==> src/include/acst_pkg.sv <==
package acst_pkg;

  localparam int NCH = 24;

  // channel index of each unit's monitored channel
  localparam logic [4:0] CH_A_FIRST = 5'h00;
  localparam logic [4:0] CH_B_FIRST = 5'h10;

  // phase lengths in peripheral clock states, low speed
  localparam logic [5:0] LS_T_D    = 6'h07;
  localparam logic [5:0] LS_T_SPL  = 6'h14;
  localparam logic [5:0] LS_T_CONV = 6'h1e;
  localparam logic [5:0] LS_T_ED   = 6'h04;
  // phase lengths in peripheral clock states, high speed
  localparam logic [5:0] HS_T_D    = 6'h05;
  localparam logic [5:0] HS_T_SPL  = 6'h0a;
  localparam logic [5:0] HS_T_CONV = 6'h0f;
  localparam logic [5:0] HS_T_ED   = 6'h02;

  // external trigger latency after the sampled falling edge
  localparam logic [2:0] LS_TRIG_LAT = 3'h4;
  localparam logic [2:0] HS_TRIG_LAT = 3'h3;

  // conversions accumulated in value-addition mode
  localparam logic [2:0] ADD_CNT_DEF = 3'h4;

  typedef enum logic [2:0] {
    ST_IDLE    = 3'b000,
    ST_START   = 3'b001,
    ST_SAMPLE  = 3'b010,
    ST_CONV    = 3'b011,
    ST_END     = 3'b100,
    ST_ISAMPLE = 3'b101,
    ST_ICONV   = 3'b110
  } acst_state_t;

endpackage : acst_pkg

==> src/design/acst_ctrl.sv <==
`timescale 1ns/1ps
module acst_ctrl #(
  parameter logic [2:0] ADD_CNT = acst_pkg::ADD_CNT_DEF
) (
  // clock and reset
  input  wire logic        clk,
  input  wire logic        sys_rst,
  // scan control
  input  wire logic        scan_start_bit,
  input  wire logic        clock_speed_select,
  input  wire logic        continuous_scan,
  input  wire logic [23:0] scan_ch_select,
  input  wire logic [23:0] add_mode_select,
  // triggers
  input  wire logic        trigger_enable_bit,
  input  wire logic        external_trigger_select,
  input  wire logic        external_trigger_pin,
  input  wire logic [1:0]  timer_scan_trig,
  input  wire logic [23:0] intconv_req,
  // monitor pin selection
  input  wire logic        monitor_a_select,
  input  wire logic        monitor_b_select,
  // scan end handling
  input  wire logic        scan_end_irq_enable,
  input  wire logic        scan_end_to_dma,
  input  wire logic        scan_end_flag_clear,
  input  wire logic        scan_end_dma_ack,
  // channel done handling
  input  wire logic [23:0] channel_done_irq_enable,
  input  wire logic        done_flags_read,
  input  wire logic        done_flags_write,
  input  wire logic [23:0] done_flags_wdata,
  input  wire logic [7:0]  main_dma_ack,
  input  wire logic        second_dma_ack,
  // status and pins
  output logic             scan_active_bit,
  output logic             scan_end_flag,
  output logic             scan_end_irq,
  output logic             scan_end_dma_req,
  output logic             unit_a_monitor_out,
  output logic             unit_b_monitor_out,
  output logic      [23:0] channel_done_flag,
  output logic      [23:0] channel_done_irq
);

  typedef struct packed {
    acst_pkg::acst_state_t st;
    logic [5:0]  cnt;
    logic        speed;
    logic        cont;
    logic        resume;
    logic        active;
    logic        start_q;
    logic        ext_s1;
    logic        ext_s2;
    logic        ext_s3;
    logic [2:0]  tcnt;
    logic [2:0]  rep;
    logic [4:0]  ch;
    logic [4:0]  ich;
    logic [23:0] ipend;
    logic [23:0] idone;
    logic        end_flag;
    logic        end_irq;
    logic        end_dma;
    logic        mon_a;
    logic        mon_b;
  } acst_ctrl_t;

  acst_ctrl_t r;
  acst_ctrl_t n;

  logic       sw_rise;
  logic       sw_fall;
  logic       fall_det;
  logic       ext_en;
  logic       tim_go;
  logic       go;
  logic       take_int;
  logic [5:0] pick_first;
  logic [5:0] pick_next;
  logic [5:0] ipick;

  //////////////////////////////////////////////////////////////////////
  function automatic logic [5:0] dur(acst_pkg::acst_state_t s,
                                     logic hs);
    case (s)
      acst_pkg::ST_START: begin
        dur = hs ? acst_pkg::HS_T_D : acst_pkg::LS_T_D;
      end
      acst_pkg::ST_SAMPLE, acst_pkg::ST_ISAMPLE: begin
        dur = hs ? acst_pkg::HS_T_SPL : acst_pkg::LS_T_SPL;
      end
      acst_pkg::ST_CONV, acst_pkg::ST_ICONV: begin
        dur = hs ? acst_pkg::HS_T_CONV : acst_pkg::LS_T_CONV;
      end
      acst_pkg::ST_END: begin
        dur = hs ? acst_pkg::HS_T_ED : acst_pkg::LS_T_ED;
      end
      default: begin
        dur = 6'h01;
      end
    endcase
  endfunction : dur

  // lowest selected channel at or above from; bit 5 set when none
  function automatic logic [5:0] first_from(logic [23:0] sel,
                                            logic [5:0]  from);
    first_from = 6'h20;
    for (int i = acst_pkg::NCH - 1; i >= 0; i--) begin
      if (sel[i] && 6'(i) >= from) begin
        first_from = 6'(i);
      end
    end
  endfunction : first_from

  function automatic logic [2:0] rep_last(logic add);
    rep_last = add ? ADD_CNT - 3'h1 : 3'h0;
  endfunction : rep_last

  //////////////////////////////////////////////////////////////////////
  // pin goes through three flops; the second and third are compared
  assign fall_det   = r.ext_s3 && !r.ext_s2;
  assign ext_en     = trigger_enable_bit && external_trigger_select;
  assign tim_go     = (|timer_scan_trig) && !trigger_enable_bit &&
                      !external_trigger_select;
  assign sw_rise    = scan_start_bit && !r.start_q;
  assign sw_fall    = !scan_start_bit && r.start_q;
  // every start source enters the same start path
  assign go         = sw_rise || tim_go || r.tcnt == 3'h1;
  assign pick_first = first_from(scan_ch_select, 6'h00);
  assign pick_next  = first_from(scan_ch_select, {1'b0, r.ch} + 6'h01);
  // ascending order; unit b's own priority order is not modelled
  assign ipick      = first_from(r.ipend, 6'h00);

  always_comb begin
    n          = r;
    take_int   = 1'b0;
    n.start_q  = scan_start_bit;
    n.ext_s1   = external_trigger_pin;
    n.ext_s2   = r.ext_s1;
    n.ext_s3   = r.ext_s2;
    n.idone    = 24'h000000;
    n.ipend    = r.ipend | intconv_req;
    if (scan_end_flag_clear || scan_end_dma_ack) begin
      n.end_flag = 1'b0;
    end
    // latency after the sampled edge, per speed
    if (r.tcnt != 3'h0) begin
      n.tcnt = r.tcnt - 3'h1;
    end else if (fall_det && ext_en && !r.active) begin
      n.tcnt = (clock_speed_select ? acst_pkg::HS_TRIG_LAT :
                acst_pkg::LS_TRIG_LAT) - 3'h1;
    end
    if (r.cnt != 6'h00) begin
      n.cnt = r.cnt - 6'h01;
    end
    if (!r.active && go) begin
      n.active = 1'b1;
      n.speed  = clock_speed_select;
      n.cont   = continuous_scan;
      n.resume = 1'b0;
    end
    case (r.st)
      acst_pkg::ST_IDLE: begin
        if (n.active && !r.active) begin
          n.st = acst_pkg::ST_START;
        end else if (|r.ipend) begin
          take_int = 1'b1;
        end
      end
      acst_pkg::ST_START: begin
        if (r.cnt == 6'h00) begin
          if (pick_first[5]) begin
            n.st     = acst_pkg::ST_IDLE;
            n.active = 1'b0;
          end else begin
            n.st  = acst_pkg::ST_SAMPLE;
            n.ch  = pick_first[4:0];
            n.rep = 3'h0;
          end
        end
      end
      acst_pkg::ST_SAMPLE: begin
        if (|r.ipend) begin
          take_int = 1'b1;
          n.resume = 1'b1;
        end else if (r.cnt == 6'h00) begin
          n.st = acst_pkg::ST_CONV;
        end
      end
      acst_pkg::ST_CONV: begin
        if (|r.ipend) begin
          // suspended channel is redone in full afterwards
          take_int = 1'b1;
          n.resume = 1'b1;
        end else if (r.cnt == 6'h00) begin
          n.rep = 3'h0;
          n.st  = acst_pkg::ST_SAMPLE;
          if (r.rep != rep_last(add_mode_select[r.ch])) begin
            n.rep = r.rep + 3'h1;
          end else if (!pick_next[5]) begin
            n.ch = pick_next[4:0];
          end else if (r.cont) begin
            n.ch       = pick_first[4:0];
            n.end_flag = 1'b1;
          end else begin
            n.st = acst_pkg::ST_END;
          end
        end
      end
      acst_pkg::ST_END: begin
        if (r.cnt == 6'h00) begin
          n.st       = acst_pkg::ST_IDLE;
          n.active   = 1'b0;
          n.end_flag = 1'b1;
        end
      end
      acst_pkg::ST_ISAMPLE: begin
        if (r.cnt == 6'h00) begin
          n.st = acst_pkg::ST_ICONV;
        end
      end
      acst_pkg::ST_ICONV: begin
        if (r.cnt == 6'h00) begin
          if (r.rep != rep_last(add_mode_select[r.ich])) begin
            n.st  = acst_pkg::ST_ISAMPLE;
            n.rep = r.rep + 3'h1;
          end else begin
            n.idone[r.ich] = 1'b1;
            n.rep          = 3'h0;
            if (|r.ipend) begin
              take_int = 1'b1;
            end else if (n.active) begin
              n.st = n.resume ? acst_pkg::ST_SAMPLE :
                     acst_pkg::ST_START;
            end else begin
              n.st = acst_pkg::ST_IDLE;
            end
          end
        end
      end
      default: begin
        n.st = acst_pkg::ST_IDLE;
      end
    endcase
    if (take_int) begin
      n.st              = acst_pkg::ST_ISAMPLE;
      n.ich             = ipick[4:0];
      n.rep             = 3'h0;
      n.ipend[ipick[4:0]] = 1'b0;
      // an idle interrupt conversion runs at the current speed
      if (!n.active) begin
        n.speed = clock_speed_select;
      end
    end
    // abort cuts the scan; a running interrupt conversion finishes
    if (r.active && sw_fall) begin
      n.active = 1'b0;
      n.resume = 1'b0;
      if (n.st inside {acst_pkg::ST_START, acst_pkg::ST_SAMPLE,
                       acst_pkg::ST_CONV, acst_pkg::ST_END}) begin
        n.st = acst_pkg::ST_IDLE;
      end
    end
    if (n.st != r.st) begin
      n.cnt = dur(n.st, n.speed) - 6'h01;
    end
    // preemption moves the state away, so the pin drops for it
    n.mon_a = monitor_a_select &&
              ((n.st == acst_pkg::ST_CONV &&
                n.ch == acst_pkg::CH_A_FIRST &&
                n.rep == rep_last(add_mode_select[n.ch])) ||
               (n.st == acst_pkg::ST_ICONV &&
                n.ich == acst_pkg::CH_A_FIRST &&
                n.rep == rep_last(add_mode_select[n.ich])));
    n.mon_b = monitor_b_select &&
              ((n.st == acst_pkg::ST_CONV &&
                n.ch == acst_pkg::CH_B_FIRST &&
                n.rep == rep_last(add_mode_select[n.ch])) ||
               (n.st == acst_pkg::ST_ICONV &&
                n.ich == acst_pkg::CH_B_FIRST &&
                n.rep == rep_last(add_mode_select[n.ich])));
    n.end_irq = n.end_flag && scan_end_irq_enable &&
                !scan_end_to_dma;
    n.end_dma = n.end_flag && scan_end_to_dma;
  end

  always_ff @(posedge clk) begin
    if (sys_rst) begin
      r <= '0;
    end else begin
      r <= n;
    end
  end

  assign scan_active_bit    = r.active;
  assign scan_end_flag      = r.end_flag;
  assign scan_end_irq       = r.end_irq;
  assign scan_end_dma_req   = r.end_dma;
  assign unit_a_monitor_out = r.mon_a;
  assign unit_b_monitor_out = r.mon_b;

  //////////////////////////////////////////////////////////////////////
  acst_flags u_flags (
    .clk      (clk),
    .sys_rst  (sys_rst),
    .done_set (r.idone),
    .dma_clr  ({main_dma_ack, 15'h0000, second_dma_ack}),
    .irq_en   (channel_done_irq_enable),
    .sw_rd    (done_flags_read),
    .sw_wr    (done_flags_write),
    .sw_wdata (done_flags_wdata),
    .flags    (channel_done_flag),
    .irq      (channel_done_irq)
  );

  //////////////////////////////////////////////////////////////////////
  logic [7:0] hold_len;

  always_ff @(posedge clk) begin
    if (sys_rst || n.st != r.st) begin
      hold_len <= 8'h00;
    end else begin
      hold_len <= hold_len + 8'h01;
    end
  end
endmodule : acst_ctrl

==> src/design/acst_flags.sv <==
`timescale 1ns/1ps
module acst_flags (
  // clock and reset
  input  wire logic        clk,
  input  wire logic        sys_rst,
  // events and irq enables
  input  wire logic [23:0] done_set,
  input  wire logic [23:0] dma_clr,
  input  wire logic [23:0] irq_en,
  // software access
  input  wire logic        sw_rd,
  input  wire logic        sw_wr,
  input  wire logic [23:0] sw_wdata,
  // status
  output logic      [23:0] flags,
  output logic      [23:0] irq
);

  typedef struct packed {
    logic [23:0] flags;
    logic [23:0] armed;
    logic [23:0] irq;
  } acst_flags_t;

  acst_flags_t r;
  acst_flags_t n;
  logic [23:0] f_n;
  logic [23:0] a_n;

  //////////////////////////////////////////////////////////////////////
  for (genvar i = 0; i < acst_pkg::NCH; i++) begin : g_bit
    logic clr;
    // a write of 0 only clears a bit first seen as 1 by a read
    assign clr = (sw_wr && r.armed[i] && !sw_wdata[i]) || dma_clr[i];
    // set wins over any clear in the same cycle
    assign f_n[i] = done_set[i] || (r.flags[i] && !clr);
    assign a_n[i] = (sw_rd && r.flags[i]) ||
                    (r.armed[i] && !sw_wr && f_n[i]);
  end

  always_comb begin
    n       = r;
    n.flags = f_n;
    n.armed = a_n;
    // the request to the cpu never touches the flag
    n.irq   = f_n & irq_en;
  end

  always_ff @(posedge clk) begin
    if (sys_rst) begin
      r <= '0;
    end else begin
      r <= n;
    end
  end

  assign flags = r.flags;
  assign irq   = r.irq;
endmodule : acst_flags

==> config.mk <==
export PLATFORM = sky130hd
export DESIGN_NAME = acst_ctrl
export DESIGN_NICKNAME = d
export VERILOG_FILES = /design/src/include/acst_pkg.sv /design/src/design/acst_ctrl.sv /design/src/design/acst_flags.sv
export SDC_FILE = /design/constraint.sdc
export NUM_CORES = 1
export LEC_CHECK = 0
export BUFFER_PORTS_ARGS = -buffer_cell sky130_fd_sc_hd__buf_2
export CAP_MARGIN = 20
export CORE_MARGIN = 1.5
export CORE_UTILIZATION = 50
export DETAILED_ROUTE_END_ITERATION = 8
export PLACE_DENSITY_LB_ADDON = 0.25
export SYNTH_ARGS = -nofsm -noshare
export SYNTH_HDL_FRONTEND = slang
export SYNTH_SLANG_ARGS = --single-unit
==> constraint.sdc <==
create_clock -name clk -period 5.8 [get_ports clk]
set_clock_uncertainty 0.15 [all_clocks]
set_input_delay 1.16 -clock clk [delete_from_list [all_inputs] [get_ports clk]]
set_output_delay 1.16 -clock clk [all_outputs]
set_load 0.05 [all_outputs]
==> results of run 1 <==
==> flip-flops by register name, summed over array words and instances (netlist names), 2 cells and up <==
signal,count
n,2
u_flags.irq,24
u_flags.flags,24
u_flags.r,24
r,78
==> final cells by class <==
| class | instances | share of cell area |
|---|---|---|
| Antenna cell | 1 | 0.000234 |
| Clock buffer | 17 | 0.0398 |
| Clock inverter | 15 | 0.0134 |
| Inverter | 36 | 0.0127 |
| Multi-Input combinational cell | 809 | 0.497 |
| Sequential cell | 158 | 0.296 |
| Tap cell | 229 | 0.0268 |
| Timing Repair Buffer | 229 | 0.114 |
==> metrics by stage <==
stage	power, mW	cells
after floorplan	2.40	1100
after global placement	2.81	1461
after detailed placement	2.82	1461
after CTS	3.92	1493
after global routing	4.16	1493
final	3.92	1494
==> worst register-to-register path, cell delays in order (launching register included) <==
cell and delay (ns):
dfxtp_1 0.41, ha_1 0.30, buf_4 0.19, nand2b_1 0.22, a221oi_1 0.48, nand2_1 0.14
o31ai_1 0.46, nand3_2 0.15, nor3_2 0.21, a31o_2 0.25, nor3_2 0.08, or3_1 0.44
xnor2_1 0.18, nor3_2 0.27, nor3_1 0.08, a21oi_1 0.17, ha_1 0.17, inv_1 0.05
or3_1 0.32, xor2_1 0.14, nand2_1 0.06, o21ai_0 0.07, nor2_1 0.06
==> layout by cell type, fill, tap and decap left out, drive strengths merged, types with 12 or more instances in the layout <==
| cell | instances |
|---|---|
| clkbuf | 17 |
| a32o | 25 |
| mux2i | 25 |
| o31ai | 12 |
| nor4 | 18 |
| nor3 | 31 |
| nor2b | 22 |
| o21ai | 39 |
| inv | 45 |
| a31oi | 19 |
| and2 | 35 |
| nor2 | 160 |
| nand2 | 55 |
| mux4 | 13 |
| dfxtp | 158 |
| nand2b | 16 |
| nand3b | 30 |
| o211ai | 13 |
| a211oi | 38 |
| nand3 | 23 |
| buf | 229 |
| a21oi | 65 |
==> synth_stat cells (19+ instances only) <==
cell type,number,area [um^2]
a211oi_1,36,270
buf_4,53,398
nor2b_1,22,138
nor2_1,160,601
dfxtp_1,158,3160
a32o_1,25,250
a31oi_1,19,119
nand3_1,22,110
and2_1,34,213
nand3b_1,30,225
clkbuf_1,27,101
inv_1,36,135
nand2_1,55,206
o21ai_0,39,195
nor3_1,28,140
mux2i_1,23,230
a21oi_1,64,320
==> kinds of logic (layout without fill, tap and decap cells) <==
kind of cell	Yosys count	after routing	synth area share
AO/OA/AOI/OAI	305	305	0.240
XOR/XNOR	9	9	0.00859
adder cells (fa/ha/maj)	8	8	0.0109
buffers and inverters	133	297	0.0777
flip-flops	158	158	0.345
multiplexers	43	43	0.0669
other	0	1	0
AND/OR/NAND/NOR	444	444	0.251
==> how the worst max path moves through the flow <==
| stage | start | end | cells past startpoint |
|---|---|---|---|
| after floorplan | add_mode_select[18] | r[81] | 21 |
| after global placement | add_mode_select[18] | r[81] | 20 |
| after detailed placement | add_mode_select[16] | r[81] | 20 |
| after CTS | r[59] | r[81] | 20 |
| after global routing | r[60] | r[81] | 20 |
| final | r[59] | r[81] | 22 |
==> power breakdown <==
part           internal, mW  leakage [nW]  switching [mW]  total [mW]
clock network         0.571         0.269           0.520        1.09
registers              1.16          1.28           0.117        1.27
logic                 0.677          2.82           0.880        1.56
==> layer usage <==
| metal | vias up | routed length [um] | track usage |
|---|---|---|---|
| met3 | 70 | 1700 | 0.0495 |
| met4 | 2 | 829 | 0.117 |
| met1 | 4183 | 11000 | 0.331 |
| li1 | 4360 | - | - |
| met2 | 371 | 12600 | 0.448 |
| met5 | - | 16 | 0 |
==> reports/qor.csv, run 1 <==
metric;value;unit
Routed WL per cell;17.5;um
layout cells sized above 1;0.244;
crit-path most repeated cell;nor3_2;
postcts setup bufs;0;
Top FF cell, synth;dfxtp_1;
final worst-path cycle share;0.890;
1st-pass router iterations;5;
warnings from Yosys;0;
Leakage;4.38;nW
port bufs;200;
WP buf/inv;2;
status;finished, final reports clean;
Peak supply drop;0.284;mV
Slowest-stage cell, CP;a221oi_1;
worst endpoint required time;5.96;ns
RSZ-0062 raised after global routing;no;
initial antenna violation count;2;
DP Wirelength;19700;um
Area after DPL;10100;um^2
slowest stage delay, CP;0.48;ns
Gate Count Post-Synth;1100;
clk buf depth;2;
Slew HR;0.279;
minimum hold slack;0.289;ns
initial core utilization;0.511;
Synth Register Bits;158;
Reg2Reg Depth;22;
FF-to-FF End;r[81];
clock root cell;clkbuf_16;
Peak Freq;0.194;GHz
synthesized area per cell;8.35;um^2
setup TNS after final layout;0;ns
R2R Path Start;r[59];
Post-CTS Resized;0;
crit path cell chain;ha_1 > buf_4 > nand2b_1 > a221oi_1 > nand2_1 > o31ai_1 > nand3_2 > nor3_2 > a31o_2 > nor3_2 > or3_1 > xnor2_1 > nor3_2 > nor3_1 > a21oi_1 > ha_1 > inv_1 > or3_1 > xor2_1 > nand2_1 > o21ai_0 > nor2_1;
setup ws final;0.639;ns
DIE HEIGHT;139;um
asr flop ratio synth;0;
CTS sink cnt;158;
CP Capture Type;flop;
count of final max-slew check failures;0;
die area;19200;um^2
Max-Cap Viols;0;
Die X;139;um
critical path's top delay family;simple AND/OR/NAND/NOR gates;
endpoints failing hold;0;
gpl congestion;0.937;
routed vias/inst;6.01;
cell depth of the worst hold path;1;
setup violators final;0;
R2R Setup Slk;0.64;ns
CTS buffer count;17;
WL final;26200;um
Layout area overhead;16.3;%
initial DRC count;635;
Worst Hold End;n[69];
Worst EP arrival;5.32;ns
final instance area;10700;um^2
first-pass GRT wire length;41800;um
crit path kind;reg2reg;
Mapped Area;9180;um^2
Post-synth EDFFs;0;
Nets;1406;
grt total ovfl;0;
startpoint types;flop;
power per cell area;367;nW/um^2
Period minus WS final;5.16;ns
DP Worst Slack;0.320;ns
Remaining DRCs;0;
Hold Buf Count CTS;0;
Worst Min Path Start;n[70];
vias in the first global route;8453;
syn nets;1255;
std cell rows;49;
area of the multi-input gates;5310;um^2
final core occ;0.595;
I/O pin count;201;
register area;3160;um^2
synth unique cells;86;
worst-path maximum fanout;8;
largest net degree at the start of global routing;84;
Fill cells;1646;
core area;18000;um^2
clk slew on worst S/H paths;0.07;ns
DR vias;8986;
worst-margin pin slew;1.08;ns
H-tree depth;4;
total track usage;0.266;
worst skew pair latency;0.43;ns
CTS tree;yes;
sequential element share of the synthesized area;0.345;
DRT antenna net count;0;
Min-Delay Path Class;reg2reg;
No activity file was read; power rests on OpenSTA's default activity.
==> inputs of run 2 (changes only) <==
--- a/config.mk
+++ b/config.mk
@@ -5,11 +5,12 @@
 export SDC_FILE = /design/constraint.sdc
 export NUM_CORES = 1
 export LEC_CHECK = 0
-export BUFFER_PORTS_ARGS = -buffer_cell sky130_fd_sc_hd__buf_2
 export CAP_MARGIN = 20
 export CORE_MARGIN = 1.5
 export CORE_UTILIZATION = 50
 export DETAILED_ROUTE_END_ITERATION = 8
+export DONT_BUFFER_PORTS = 1
+export MAX_ROUTING_LAYER = met4
 export PLACE_DENSITY_LB_ADDON = 0.25
 export SYNTH_ARGS = -nofsm -noshare
 export SYNTH_HDL_FRONTEND = slang
==> reports/qor.csv, run 2 (synthesized netlist as in run 1, its figures left out) <==
metric;value;unit
CTS tree;yes;
DP Wirelength;19100;um
RSZ-0062 raised after global routing;no;
Crit path depth;21;
first-pass GRT wire length;40300;um
initial antenna violation count;0;
initial core utilization;0.511;
Peak supply drop;0.210;mV
Layout area overhead;5.67;%
status;finished, final reports clean;
die area;19200;um^2
setup ws final;0.486;ns
Fill cells;1663;
diode count;0;
Min-Delay Path Class;reg2reg;
grt total ovfl;0;
WL final;25200;um
Slowest-stage cell, CP;dfxtp_1;
largest net degree at the start of global routing;85;
worst-path maximum fanout;10;
routed vias/inst;6.39;
layout cells sized above 1;0.0991;
power per cell area;401;nW/um^2
commonest non-fill, non-tap cells in the layout;160 x nor2_1, 158 x dfxtp_1, 64 x a21oi_1;
crit path kind;reg2reg;
R2R Setup Slk;0.49;ns
WP buf/inv;1;
vias in the first global route;7636;
Hold Buf Count CTS;0;
Max-Cap Viols;0;
clock root cell;clkbuf_16;
slowest stage delay, CP;0.48;ns
Placed Cells;1256;
total track usage;0.268;
std cell rows;49;
crit path cell chain;ha_1 > xnor2_1 > o31ai_1 > nand2_1 > o31ai_1 > nand3_2 > nor4_1 > o21a_1 > a31oi_1 > nor2_1 > xnor2_1 > nor3_2 > nor3_1 > a21oi_1 > ha_1 > inv_1 > or3_1 > xor2_1 > nand2_1 > o21ai_0 > nor2_1;
1st-pass router iterations;5;
setup violators final;0;
DIE HEIGHT;139;um
Post-CTS Resized;0;
Largest register FFs;78;
final worst-path cycle share;0.916;
I/O pin count;201;
setup TNS after final layout;0;ns
startpoint types;flop;
worst-margin pin slew;0.833;ns
critical path's top delay family;simple AND/OR/NAND/NOR gates;
DP Worst Slack;0.464;ns
CP Capture Type;flop;
Period minus WS final;5.31;ns
FF-to-FF End;r[81];
endpoints failing hold;0;
Die X;139;um
clk buf depth;2;
R2R Path Start;r[59];
Leakage;3.51;nW
DR vias;8233;
commonest non-fill, non-tap cell in the layout;nor2_1;
Reg2Reg Depth;21;
port bufs;0;
Remaining DRCs;0;
core area;18000;um^2
CTS buffer count;17;
Peak Freq;0.188;GHz
Slew HR;0.430;
gpl congestion;0.972;
Finished Layout Cells;1289;
DRT antenna net count;0;
Largest Register;r;
Nets;1202;
count of final max-slew check failures;0;
initial DRC count;676;
worst endpoint required time;5.96;ns
Routed WL per cell;19.5;um
worst skew pair latency;0.42;ns
postcts setup bufs;0;
H-tree depth;4;
Worst EP arrival;5.48;ns
CP Launch Point;r[59];
clk slew on worst S/H paths;0.07;ns
CTS sink cnt;158;
crit path to;r[81];
-- run 2: cell types whose count changed in the layout (fill, tap and decap cells not counted) --
cell	previous run	this run
clkinv_4	0	1
buf_4	29	24
bufinv_16	0	2
inv_6	4	2
diode_2	1	0
buf_8	0	1
clkinvlp_4	4	3
clkinv_8	1	0
buf_2	200	0
clkbuf_8	0	3
inv_8	5	3
-- run 2: final cells by class --
class	count	area, um^2	area share
clock buffer	20	467	0.0481
clock inverter	12	148	0.0152
inverter	36	135	0.0139
multi-input combinational	809	5310	0.547
sequential	158	3160	0.326
tap	229	287	0.0295
timing repair buffer	25	195	0.0201
-- run 2: worst min path at each step --
stage,start,endpoint,slack (ns),cells after the start
floorplan,n[70],n[69],0.26,1
global placement,n[70],n[69],0.27,1
detailed placement,n[70],n[69],0.27,1
CTS,n[70],n[69],0.29,1
global route,n[70],n[69],0.31,1
finish,n[70],n[69],0.29,1
-- run 2: worst register-to-register path, delay by kind of cell, from the launching register on --
family / cells / cell delay [ns]
adders and majority gates: 2 / 0.57
DFF: 1 / 0.48
and+or+nand+nor: 9 / 1.93
xor gates and xnor gates: 3 / 0.54
buffers and inverters: 1 / 0.06
AOI/OAI and AO/OA: 6 / 1.48
-- run 2: power breakdown --
group,internal [mW],switching [mW]
Clock,0.681,0.484
Sequential,1.16,0.128
Combinational,0.617,0.822
-- run 2: per-layer routing --
metal	track usage	vias up	part of all wire
met5	-	-	0
met4	0.103	0	0.028
met3	0.0672	53	0.073
met2	0.426	376	0.47
met1	0.328	3848	0.43
li1	-	3956	-
-- run 2: metrics by stage --
| stage | utilization | area, um^2 | hold slack (ns) | total power [mW] |
|---|---|---|---|---|
| after global placement | 0.505 | 9070 | 0.273 | 2.72 |
| after CTS | 0.539 | 9690 | 0.291 | 3.89 |
| after floorplan | - | 9180 | 0.264 | 2.40 |
| final | 0.540 | 9700 | 0.285 | 3.89 |
| after global routing | 0.540 | 9700 | 0.311 | 4.12 |
| after detailed placement | 0.505 | 9070 | 0.274 | 2.72 |
==> inputs of run 3 (changes only) <==
--- a/config.mk
+++ b/config.mk
@@ -6,8 +6,10 @@
 export NUM_CORES = 1
 export LEC_CHECK = 0
 export CAP_MARGIN = 20
+export CELL_PAD_IN_SITES_DETAIL_PLACEMENT = 2
+export CELL_PAD_IN_SITES_GLOBAL_PLACEMENT = 2
 export CORE_MARGIN = 1.5
-export CORE_UTILIZATION = 50
+export CORE_UTILIZATION = 38
 export DETAILED_ROUTE_END_ITERATION = 8
 export DONT_BUFFER_PORTS = 1
 export MAX_ROUTING_LAYER = met4
==> reports/qor.csv, run 3 (synthesized netlist as in run 1, its figures left out) <==
metric;value;unit
setup TNS after final layout;0;ns
Leakage;3.55;nW
I/O pin count;201;
Max-Cap Viols;0;
final worst-path cycle share;0.945;
core area;23600;um^2
std cell rows;56;
Hold Buf Count CTS;0;
Peak supply drop;0.185;mV
first-pass GRT wire length;50500;um
Routed WL per cell;24.1;um
Remaining DRCs;0;
DR vias;8538;
WL final;33500;um
1st-pass router iterations;5;
power per cell area;412;nW/um^2
Peak Freq;0.182;GHz
Nets;1211;
Reg2Reg Depth;20;
FF-to-FF End;r[81];
crit path kind;reg2reg;
routed vias/inst;6.15;
DIE HEIGHT;158;um
CP Capture Type;flop;
cell depth of the worst hold path;1;
RSZ-0062 raised after global routing;no;
Layout area overhead;7.89;%
register area;3160;um^2
DP Wirelength;25200;um
H-tree depth;4;
initial DRC count;534;
Die X;158;um
Worst Min Path Start;n[70];
worst skew pair latency;0.44;ns
endpoints failing hold;0;
Period minus WS final;5.48;ns
Worst EP arrival;5.66;ns
postcts setup bufs;0;
worst endpoint required time;5.98;ns
port bufs;0;
clock root cell;clkbuf_16;
initial core utilization;0.389;
area of the multi-input gates;5340;um^2
layout cells sized above 1;0.112;
Largest Register;r;
DP Worst Slack;0.00224;ns
Min-Delay Path Class;reg2reg;
CTS buffer count;17;
commonest non-fill, non-tap cells in the layout;159 x nor2_1, 157 x dfxtp_1, 64 x a21oi_1;
R2R Path Start;r[59];
setup violators final;0;
count of final max-slew check failures;0;
CTS tree;yes;
clk buf depth;2;
largest net degree at the start of global routing;85;
R2R Setup Slk;0.32;ns
Largest register FFs;78;
vias in the first global route;8875;
DRT antenna net count;0;
worst-path maximum fanout;10;
die area;25100;um^2
startpoint types;flop;
initial antenna violation count;1;
worst-margin pin slew;0.924;ns
status;finished, final reports clean;
setup ws final;0.320;ns
Fill cells;2644;
commonest non-fill, non-tap cell in the layout;nor2_1;
total track usage;0.271;
grt total ovfl;0;
Slew HR;0.383;
clk slew on worst S/H paths;0.08;ns
CTS sink cnt;158;
gpl congestion;0.854;
Worst Hold End;n[69];
-- run 3: cell types whose count changed in the layout (fill, tap and decap cells not counted), sizes merged --
| cell | before | now |
|---|---|---|
| buf | 25 | 34 |
| clkinv | 2 | 5 |
| clkbuf | 20 | 18 |
| clkinvlp | 3 | 1 |
| diode | 0 | 1 |
| inv | 41 | 42 |
-- run 3: stage by stage --
stage           util  instance area, um^2  total power [mW]  cells  hold WS (ns)
2_1_floorplan      -                 9180              2.40   1100         0.264
3_3_place_gp   0.392                 9260              2.83   1356         0.276
3_5_place_dp   0.392                 9260              2.87   1356         0.290
4_1_cts        0.418                 9870              4.08   1388         0.306
5_1_grt        0.419                 9900              4.31   1389         0.324
6_report       0.419                 9900              4.08   1389         0.300
-- run 3: area by class of cell --
cell class | count | area share
inverter | 36 | 0.0136
tap | 319 | 0.0403
antenna | 1 | 0.000253
sequential | 158 | 0.319
clock inverter | 14 | 0.0177
multi-input combinational | 809 | 0.540
timing repair buffer | 34 | 0.0258
clock buffer | 18 | 0.0433
-- run 3: worst max-delay path, cell delays in order, from the launching register on --
cell and delay [ns]:
dfxtp_1 0.51, buf_4 0.30, mux4_2 0.54, mux2i_2 0.31, o22ai_1 0.17, a2111oi_1 0.52
or2_2 0.22, a31o_2 0.24, nor3_2 0.09, or3_1 0.44, xnor2_1 0.27, nor3_4 0.11
buf_4 0.17, o31ai_1 0.29, ha_1 0.19, inv_1 0.07, or3_1 0.34, xor2_1 0.18
nand2_1 0.08, o21ai_0 0.09, nor2_1 0.06
-- run 3: where the power goes --
group	switching (mW)	total, mW	internal [mW]
sequential	0.130	1.29	1.16
combinational	0.960	1.61	0.649
clock	0.537	1.19	0.653
-- run 3: worst max-delay path by stage --
stage                        startpoint     to  slack (ns)  depth (start not counted)
floorplan           add_mode_select[18]  r[81]        0.72                         21
global placement    add_mode_select[18]  r[81]        0.14                         19
detailed placement  add_mode_select[18]  r[81]       0.002                         19
CTS                               r[60]  r[81]        0.06                         20
global route                      r[58]  r[81]        0.01                         23
finish                            r[59]  r[81]        0.32                         20
-- run 3: metal layers --
layer | track usage | share of wire
met5 | - | 0
met4 | 0.0748 | 0.016
met3 | 0.0482 | 0.054
met2 | 0.452 | 0.49
met1 | 0.336 | 0.44
-- run 3: repair_timing --
item | 4_1_cts | 5_1_grt
gates resized for setup | 1 | 8
pin swaps | 0 | 1
endpoints found under the setup margin | 1 | 1
